`src/verilog/pbc_defs.vh`:
```
// pbc_defs.vh: constants for the pipelined bus controller
// assumes inclusion by bare name from the design files
`ifndef PBC_DEFS_VH
`define PBC_DEFS_VH
`define PBC_DW 64
`define PBC_AW 32
`define PBC_NARROW_W 8
`define PBC_REQ_W 97
`define PBC_FIFO_DEPTH 16
`define PBC_FIFO_AW 4
`define PBC_MAX_OUT 2'h3
`define PBC_OUT_W 2
`define PBC_TAG_W 3
`endif

```
`src/verilog/pbc_bus_ctrl.v`:
```
// pbc_bus_ctrl.v: external bus controller with three-level address pipelining
// assumes pin inputs are asynchronous to I_CORE_CLK and internal requests are not
`timescale 1ns/1ps
`include "pbc_defs.vh"
module pbc_bus_ctrl (
	input wire I_CORE_CLK,
	input wire I_RESETN,
	input wire I_RESET,
	input wire I_REQ_VALID,
	output wire O_REQ_READY,
	input wire I_REQ_WRITE,
	input wire I_REQ_LOCK,
	input wire [`PBC_AW-1:0] I_REQ_ADDR,
	input wire [`PBC_DW-1:0] I_REQ_WDATA,
	input wire I_BUS_LOCK_BIT,
	input wire I_TABLE_UPDATE,
	output reg O_RDATA_VALID,
	output reg [`PBC_DW-1:0] O_RDATA,
	input wire I_READY_N,
	input wire I_NEXT_ADDRESS_REQ_N,
	input wire I_HOLD,
	input wire I_INTERRUPT_OR_NARROW_STRAP,
	input wire [1:0] I_CACHE_CONTROL_INPUTS,
	input wire [`PBC_DW-1:0] I_DATA,
	output reg [`PBC_DW-1:0] O_DATA,
	output reg O_DATA_OE,
	output reg [`PBC_AW-1:0] O_ADDR,
	output reg O_WRITE,
	output reg O_ADDRESS_STROBE_N,
	output reg O_LOCK_N,
	output reg O_BUS_OE,
	output reg O_BUS_HOLD_ACK,
	output reg O_PENDING_BUS_REQUEST,
	output reg O_EIGHT_BIT_BUS_MODE,
	output reg [1:0] O_CACHE_CTRL
);
	// bus state encodings: idle, hold, and one strobe and one wait state shared by all levels
	localparam ST_IDLE = 3'h0;
	localparam ST_HOLD = 3'h1;
	localparam ST_ADS = 3'h2;
	localparam ST_WAIT = 3'h3;

	reg [2:0] st_q;
	reg [2:0] st_d;
	reg [1:0] out_q;
	reg [1:0] out_d;
	reg na_seen_q;
	reg na_seen_d;
	reg ready_blank_q;
	reg [1:0] rdy_s1_q, rdy_s2_q;
	reg [1:0] hold_s1_q, hold_s2_q;
	reg hold_int_q;
	reg strap_s1_q, strap_s2_q;
	reg rst_s1_q, rst_s2_q;
	reg [`PBC_DW-1:0] din_s1_q, din_s2_q;
	reg lock_q;
	reg last_rd_q;
	reg [`PBC_TAG_W-1:0] kind_q;
	reg [1:0] wr_pend_q;
	reg req_locked_q;

	wire fifo_valid;
	wire [`PBC_REQ_W-1:0] fifo_data;
	wire issue;
	wire ready_act;
	wire na_act;
	wire hold_act;
	wire in_reset;
	wire req_wr;
	wire req_lk;
	wire oldest_wr;

	pbc_fifo #(
		.WIDTH(`PBC_REQ_W),
		.DEPTH(`PBC_FIFO_DEPTH),
		.AW(`PBC_FIFO_AW)
	) u_fifo (
		.i_clk(I_CORE_CLK),
		.i_rst_n(I_RESETN),
		.i_wr_valid(I_REQ_VALID),
		.o_wr_ready(O_REQ_READY),
		.i_wr_data({I_REQ_LOCK, I_REQ_WRITE, I_REQ_ADDR[`PBC_AW-2:0], I_REQ_WDATA}),
		.o_rd_valid(fifo_valid),
		.i_rd_ready(issue),
		.o_rd_data(fifo_data)
	);

	assign req_lk = fifo_data[`PBC_REQ_W-1];
	assign req_wr = fifo_data[`PBC_REQ_W-2];
	assign oldest_wr = kind_q[0];
	assign in_reset = rst_s2_q;
	// inputs other than hold, strap and cache bits are masked in reset
	assign ready_act = ~rdy_s2_q[0] & ~in_reset & ~ready_blank_q & (out_q != 2'h0);
	assign na_act = ~rdy_s2_q[1] & ~in_reset & (st_q == ST_WAIT);
	assign hold_act = hold_int_q;

	// start a cycle: idle start or pipelined start with all five conditions
	assign issue = fifo_valid & ~in_reset & ~O_BUS_HOLD_ACK & (st_q != ST_ADS)
		& ((out_q == 2'h0 & ~(hold_act & ~lock_q))
		| (out_q != 2'h0 & ~ready_act & (na_seen_q | na_act)
		& (~hold_act | lock_q) & (out_q < `PBC_MAX_OUT)
		& ~(req_wr & ~last_rd_q)));

	// two-flop synchronisers for all pin inputs except the cache control inputs
	always @(posedge I_CORE_CLK or negedge I_RESETN) begin
		if (!I_RESETN) begin
			rdy_s1_q <= 2'h3;
			rdy_s2_q <= 2'h3;
			hold_s1_q <= 2'h0;
			hold_s2_q <= 2'h0;
			strap_s1_q <= 1'b0;
			strap_s2_q <= 1'b0;
			rst_s1_q <= 1'b1;
			rst_s2_q <= 1'b1;
			din_s1_q <= {`PBC_DW{1'b0}};
			din_s2_q <= {`PBC_DW{1'b0}};
			hold_int_q <= 1'b0;
		end else begin
			rdy_s1_q <= {I_NEXT_ADDRESS_REQ_N, I_READY_N};
			rdy_s2_q <= rdy_s1_q;
			hold_s1_q <= {hold_s1_q[1], I_HOLD};
			hold_s2_q <= hold_s1_q;
			strap_s1_q <= I_INTERRUPT_OR_NARROW_STRAP;
			strap_s2_q <= strap_s1_q;
			rst_s1_q <= I_RESET;
			rst_s2_q <= rst_s1_q;
			din_s1_q <= I_DATA;
			din_s2_q <= din_s1_q;
			hold_int_q <= hold_s2_q[0]; // one more clock of internal delay
		end
	end

	// bus state machine next state; hold entered only from idle
	always @* begin
		st_d = st_q;
		out_d = out_q;
		na_seen_d = na_seen_q;
		if (ready_act) begin
			na_seen_d = 1'b0;
		end else if (na_act) begin
			na_seen_d = 1'b1; // remembered even with no request pending
		end
		case (st_q)
			ST_IDLE: begin
				if (hold_act & ~lock_q & ~issue) begin
					st_d = ST_HOLD;
				end
			end
			ST_HOLD: begin
				if (~hold_s2_q[0]) begin
					st_d = ST_IDLE; // release the clock after hold drops
				end
			end
			ST_ADS: begin
				st_d = ST_WAIT;
			end
			default: begin
				if (out_q == 2'h1 & ready_act & ~issue) begin
					st_d = ST_IDLE; // nonpipelined when next-address never came
				end
			end
		endcase
		if (issue) begin
			st_d = ST_ADS; // alternates strobe and wait up to level three
			na_seen_d = 1'b0;
		end
		// level counter: +1 per strobe, -1 per ready
		out_d = out_q + {1'b0, issue} - {1'b0, ready_act};
	end

	// state, ready blanking and per-cycle bookkeeping
	always @(posedge I_CORE_CLK or negedge I_RESETN) begin
		if (!I_RESETN) begin
			st_q <= ST_IDLE;
			out_q <= 2'h0;
			na_seen_q <= 1'b0;
			ready_blank_q <= 1'b0;
			kind_q <= {`PBC_TAG_W{1'b0}};
			last_rd_q <= 1'b0;
			wr_pend_q <= 2'h0;
			req_locked_q <= 1'b0;
		end else begin
			st_q <= st_d;
			out_q <= out_d;
			na_seen_q <= na_seen_d;
			ready_blank_q <= ready_act; // ready not resampled the clock after
			// shift register of read/write kind per outstanding cycle, oldest in bit 0
			if (issue & ready_act) begin
				kind_q <= (kind_q >> 1) | ({{(`PBC_TAG_W-1){1'b0}}, req_wr} << (out_q - 2'h1));
			end else if (issue) begin
				kind_q <= kind_q | ({{(`PBC_TAG_W-1){1'b0}}, req_wr} << out_q);
			end else if (ready_act) begin
				kind_q <= kind_q >> 1;
			end
			if (issue) begin
				last_rd_q <= ~req_wr;
				req_locked_q <= req_lk;
			end
			// write data waits one clock after a read returns
			if (issue & req_wr & (out_q == 2'h0 | ~last_rd_q)) begin
				wr_pend_q <= 2'h2;
			end else if (issue & req_wr) begin
				wr_pend_q <= 2'h1;
			end else if (wr_pend_q == 2'h1 & ready_act & ~oldest_wr) begin
				wr_pend_q <= 2'h2; // read data is back: keep driving until the write ends
			end else if (ready_act & oldest_wr) begin
				wr_pend_q <= 2'h0;
			end
		end
	end

	// pin outputs, floated under hold acknowledge
	always @(posedge I_CORE_CLK or negedge I_RESETN) begin
		if (!I_RESETN) begin
			O_ADDRESS_STROBE_N <= 1'b1;
			O_ADDR <= {`PBC_AW{1'b0}};
			O_WRITE <= 1'b0;
			O_DATA <= {`PBC_DW{1'b0}};
			O_DATA_OE <= 1'b0;
			O_LOCK_N <= 1'b1;
			lock_q <= 1'b0;
			O_BUS_OE <= 1'b1;
			O_BUS_HOLD_ACK <= 1'b0;
			O_PENDING_BUS_REQUEST <= 1'b0;
			O_EIGHT_BIT_BUS_MODE <= 1'b0;
			O_CACHE_CTRL <= 2'h0;
			O_RDATA_VALID <= 1'b0;
			O_RDATA <= {`PBC_DW{1'b0}};
		end else begin
			O_ADDRESS_STROBE_N <= ~issue;
			if (issue) begin
				O_ADDR <= {1'b0, fifo_data[`PBC_REQ_W-3:`PBC_DW]};
				O_WRITE <= req_wr;
				O_DATA <= fifo_data[`PBC_DW-1:0];
			end
			// drive data only from the second clock of a write
			O_DATA_OE <= (wr_pend_q == 2'h2) | (wr_pend_q == 2'h1 & ready_act & ~oldest_wr);
			// lock held across idles while the last request carried I_REQ_LOCK, until an unlocked cycle starts
			if (issue) begin
				lock_q <= req_lk | I_BUS_LOCK_BIT | I_TABLE_UPDATE;
			end else if (out_q == 2'h0 & ~req_locked_q) begin
				lock_q <= 1'b0;
			end
			O_LOCK_N <= ~(issue ? (req_lk | I_BUS_LOCK_BIT | I_TABLE_UPDATE) : lock_q);
			O_BUS_HOLD_ACK <= (st_d == ST_HOLD);
			O_BUS_OE <= ~(st_d == ST_HOLD);
			// bus request shown while hold granted, held to the strobe clock
			O_PENDING_BUS_REQUEST <= fifo_valid & (O_BUS_HOLD_ACK | (st_q == ST_HOLD)
				| ~O_ADDRESS_STROBE_N | issue);
			// strap caught while reset is still asserted; last value wins
			if (in_reset) begin
				O_EIGHT_BIT_BUS_MODE <= strap_s2_q;
				O_CACHE_CTRL <= I_CACHE_CONTROL_INPUTS;
			end
			O_RDATA_VALID <= ready_act & ~oldest_wr;
			if (ready_act & ~oldest_wr) begin
				// narrow mode keeps only byte zero
				O_RDATA <= O_EIGHT_BIT_BUS_MODE ?
					{{(`PBC_DW-`PBC_NARROW_W){1'b0}}, din_s2_q[`PBC_NARROW_W-1:0]} : din_s2_q;
			end
		end
	end
	// two-clock cycles pass through issue->ready without next-address
endmodule // pbc_bus_ctrl

```
`src/verilog/pbc_fifo.v`:
```
// pbc_fifo.v: request FIFO with valid/ready on both sides
// assumes one clock, asynchronous active-low reset
`timescale 1ns/1ps
`include "pbc_defs.vh"
module pbc_fifo #(
	parameter WIDTH = `PBC_REQ_W,
	parameter DEPTH = `PBC_FIFO_DEPTH,
	parameter AW = `PBC_FIFO_AW
) (
	input wire i_clk,
	input wire i_rst_n,
	input wire i_wr_valid,
	output wire o_wr_ready,
	input wire [WIDTH-1:0] i_wr_data,
	output wire o_rd_valid,
	input wire i_rd_ready,
	output reg [WIDTH-1:0] o_rd_data
);
	reg [WIDTH-1:0] mem [0:DEPTH-1];
	reg [AW-1:0] wp_q;
	reg [AW-1:0] rp_q;
	reg [AW:0] cnt_q;
	reg out_valid_q;
	wire do_wr;
	wire mem_rd;
	wire pop;

	// head word sits in a register; memory feeds it when emptied or popped
	assign pop = out_valid_q & i_rd_ready;
	assign mem_rd = (cnt_q != {(AW+1){1'b0}}) & (~out_valid_q | pop);
	// the head register counts as one of the DEPTH words, so capacity is DEPTH in all
	assign o_wr_ready = ((cnt_q + {{AW{1'b0}}, out_valid_q}) < DEPTH);
	assign do_wr = i_wr_valid & o_wr_ready;
	assign o_rd_valid = out_valid_q;

	// storage array, no reset needed on data
	always @(posedge i_clk) begin
		if (do_wr) begin
			mem[wp_q] <= i_wr_data;
		end
		if (mem_rd) begin
			o_rd_data <= mem[rp_q];
		end
	end

	// pointers and occupancy
	always @(posedge i_clk or negedge i_rst_n) begin
		if (!i_rst_n) begin
			wp_q <= {AW{1'b0}};
			rp_q <= {AW{1'b0}};
			cnt_q <= {(AW+1){1'b0}};
			out_valid_q <= 1'b0;
		end else begin
			if (do_wr) begin
				wp_q <= wp_q + 1'b1;
			end
			if (mem_rd) begin
				rp_q <= rp_q + 1'b1;
			end
			if (do_wr & ~mem_rd) begin
				cnt_q <= cnt_q + 1'b1;
			end else if (~do_wr & mem_rd) begin
				cnt_q <= cnt_q - 1'b1;
			end
			if (mem_rd) begin
				out_valid_q <= 1'b1;
			end else if (pop) begin
				out_valid_q <= 1'b0;
			end
		end
	end
endmodule // pbc_fifo
```
`config.mk`:
```
export PLATFORM = sky130hd
export DESIGN_NAME = pbc_bus_ctrl
export DESIGN_NICKNAME = d
export VERILOG_FILES = /design/src/verilog/pbc_bus_ctrl.v /design/src/verilog/pbc_fifo.v
export VERILOG_INCLUDE_DIRS = /design/src /design/src/verilog
export SDC_FILE = /design/constraint.sdc
export NUM_CORES = 2
export LEC_CHECK = 0
export ABC_AREA = 1
export BUFFER_PORTS_ARGS = -buffer_cell sky130_fd_sc_hd__clkbuf_2
export CAP_MARGIN = 20
export CORE_ASPECT_RATIO = 2
export CORE_MARGIN = 2
export CORE_UTILIZATION = 55
export CTS_BUF_LIST = sky130_fd_sc_hd__clkbuf_2 sky130_fd_sc_hd__clkbuf_4 sky130_fd_sc_hd__clkbuf_8
export DETAILED_ROUTE_END_ITERATION = 7
export PLACE_DENSITY = 0.75
export SLEW_MARGIN = 0
export SYNTH_ARGS = -nofsm -noshare
export SYNTH_HDL_FRONTEND = slang
export SYNTH_HIERARCHICAL = 1
export SYNTH_SLANG_ARGS = --single-unit
```
`constraint.sdc`:
```
create_clock -name I_CORE_CLK -period 8 [get_ports I_CORE_CLK]
set_input_delay 0.8 -clock I_CORE_CLK [delete_from_list [all_inputs] [get_ports I_CORE_CLK]]
set_output_delay 0.8 -clock I_CORE_CLK [all_outputs]
set_load 0.02 [all_outputs]
```
==> reports/metrics.cfg <==
[grt]
grt_pass1_wl_um=298000
first_global_vias=52636
antenna_found_initial=33
grt_use_total=0.266
grt-ovfl-total=0
grt_max_degree=205

[pwr]
peakVddDrop_mv=0.330
seqPwrFrac=0.442
p_clk_frac=0.258
comb_power_share=0.300
p_sw_frac=0.364
p_int_uw=19300
power.density_nw_per_um2=341
power.switching_uw=11000
power_leakage_uw=0.0378

[clock_network]
clk_latency_ps=910
htree_num_levels=5
clock_path_buffers=4
cts_setup_buffers=0
cts_root_buf=clkbuf_8
numCtsBuffers=274
clkSinkCount=1987
cts_tree=done
ctsResizeCount=0
hold_buffers=70
clk_pin_slew_ps=70

[worst_hold_path]
hold_path_depth=3
hold_class=in -> reg

[final_layout]
regArea_um2=58000
layout-drive-gt1-share=0.115
multi_input_area_um2=17300
num-fill-cells=10658
layout_common_cells=nand2_1 (2936), edfxtp_1 (1649), nand3_1 (652)
layout_commonest_cell=nand2_1
nets=7847
utilization=0.617
syn2layout_area_growth_pct=11.9

[detailed_routing]
drt_iter0_markers=5404
wirelength_um=197000
drcViolationCount=0
via_per_inst=5.41
vias=52894
wl_per_cell_um=20.2
ant_nets=0
drt_first_pass_iters=6

[sta]
worst_slew_pin_slew_ps=1270
max_freq_mhz=249
rsz0062_at_grt=false
final_hold_viol_count=0
skew_ps=48.5
period_share=0.502
period_needed_ps=4010
slew_headroom=0.154
setup_violations=0
final.setup.worst_slack_ps=3990
slew_violations=0

[critical_path]
worstSetupEndpointType=flop
worst-path-max-fanout=74
r2r_cells=9
path_buf_inv=3
crit_chain=clkinv_4 > nor2_4 > buf_4 > buf_4 > nand3_1 > nand2_1 > nor2_1 > nand2_1 > nand2_1
critPathLaunchType=flop
required_ps=8620
crit_family=buffers and inverters
crit_cells=9
slowest_stage=buf_4
critical-path-max-stage-delay_ps=900
cpMostUsedCell=nand2_1
cp.arrival_ps=4630
worst-setup-path-type=reg -> reg

[synthesis]
synth_nets=7435
syn_area_per_cell_um2=10.9
synth_edf_count=1649
ys_seq_elements=1987
yosysWarnings=6
synth-seq-area-share=0.731
ys_types=30
syn_area_um2=79300
async_flop_share=0.170
synth_cells=7242
synth_ff_type=edfxtp_1

[placement]
gp_congestion=0.787
place_ws_ps=3990
port_buffers=343
hpwl_um=98700

[floorplanning]
die_y_um=541
num_rows=197
die_w_um=272
die_area_um2=147000
core-area_um2=144000
ios=346
start_util=0.552

[run]
cap_violations=0

[status]
status=complete, no violations

[stage by stage]
step / area (µm²) / hold slack [ps] / instances / power, µW / TNS (ps)
2_1_floorplan: 79300 / 331 / 7242 / 19700 / -546040
3_3_place_gp: 82500 / 332 / 9197 / 22200 / 0
3_5_place_dp: 82500 / 335 / 9197 / 22500 / 0
4_1_cts: 88700 / 44.0 / 9753 / 30400 / 0
5_1_grt: 88700 / 110 / 9770 / 31800 / 0
6_report: 88700 / 153 / 9774 / 30300 / 0
[final timing paths]
path / startpoint / endpoint / slack [ps]
min: I_CACHE_CONTROL_INPUTS[0] / O_CACHE_CTRL[0] / 150
max in group asynchronous: I_RESETN / O_ADDR[2] / 5990
min in group asynchronous: I_RESETN / O_ADDR[26] / 520
max reg2reg: u_fifo/rp_q[2] / u_fifo/o_rd_data[84] / 3990
min reg2reg: din_s1_q[30] / din_s2_q[30] / 340
max: u_fifo/rp_q[2] / u_fifo/o_rd_data[84] / 3990
[worst min-delay path, stage by stage]
cell and delay [ps]:
clkbuf_2 90, nand2_1 50, nand2_1 50
[sequential cells by signal (all words and copies together) (netlist names), 2 cells and up]
signal,count
u_fifo/mem,1552
u_fifo/wp_q,4
st_q,3
u_fifo/cnt_q,5
rdy_s1_q,2
wr_pend_q,2
u_fifo/rp_q,4
O_DATA,64
kind_q,3
u_fifo/o_rd_data,97
rdy_s2_q,2
O_ADDR,31
out_q,2
O_CACHE_CTRL,2
din_s1_q,64
din_s2_q,64
O_RDATA,64
[cells in the mapped netlist (9+ instances only)]
master / instances / area, µm²
nor3_1: 17 / 85.1
dfrtp_1: 329 / 8230
nand2_1: 2937 / 11000
dfstp_2: 9 / 236
o21ai_0: 9 / 45.0
buf_1: 10 / 37.5
buf_4: 29 / 218
edfxtp_1: 1649 / 49500
buf_2: 237 / 1190
nand3_1: 652 / 3260
inv_1: 622 / 2330
clkbuf_1: 65 / 244
a21oi_1: 10 / 50.1
nor2_1: 611 / 2290
ha_1: 18 / 225
[cell type report]
type | count | area share
tap | 1890 | 0.0267
timing repair buffer | 480 | 0.0354
clock buffer | 380 | 0.0529
multi-input combinational | 4281 | 0.195
sequential | 1987 | 0.654
clock inverter | 106 | 0.00864
inverter | 630 | 0.0271
antenna | 20 | 0.000564
[cells by family after synthesis]
logic type | synth area share
AND/OR/NAND/NOR | 0.211
AO/OA/AOI/OAI | 0.00169
adder cells (fa/ha/maj) | 0.00309
XOR/XNOR | 0.00122
flip-flops | 0.731
other | 0.0000473
buffers and inverters | 0.0515
[power by group through the flow]
stage	combinational [µW]	clock [µW]	sequential, µW
2_1_floorplan	5800	0	13900
3_3_place_gp	8690	0	13500
3_5_place_dp	8960	0	13600
4_1_cts	9040	7960	13400
5_1_grt	10000	8350	13500
6_report	9070	7810	13400
[per-layer routing]
layer / wire length (µm) / share of wire / GRT usage
met3: 16000 / 0.081 / 0.0447
met4: 7990 / 0.040 / 0.129
met5: 97 / 0.00049 / 0
met1: 73300 / 0.37 / 0.314
met2: 100000 / 0.51 / 0.469
Power figures use the tool's default switching activity.
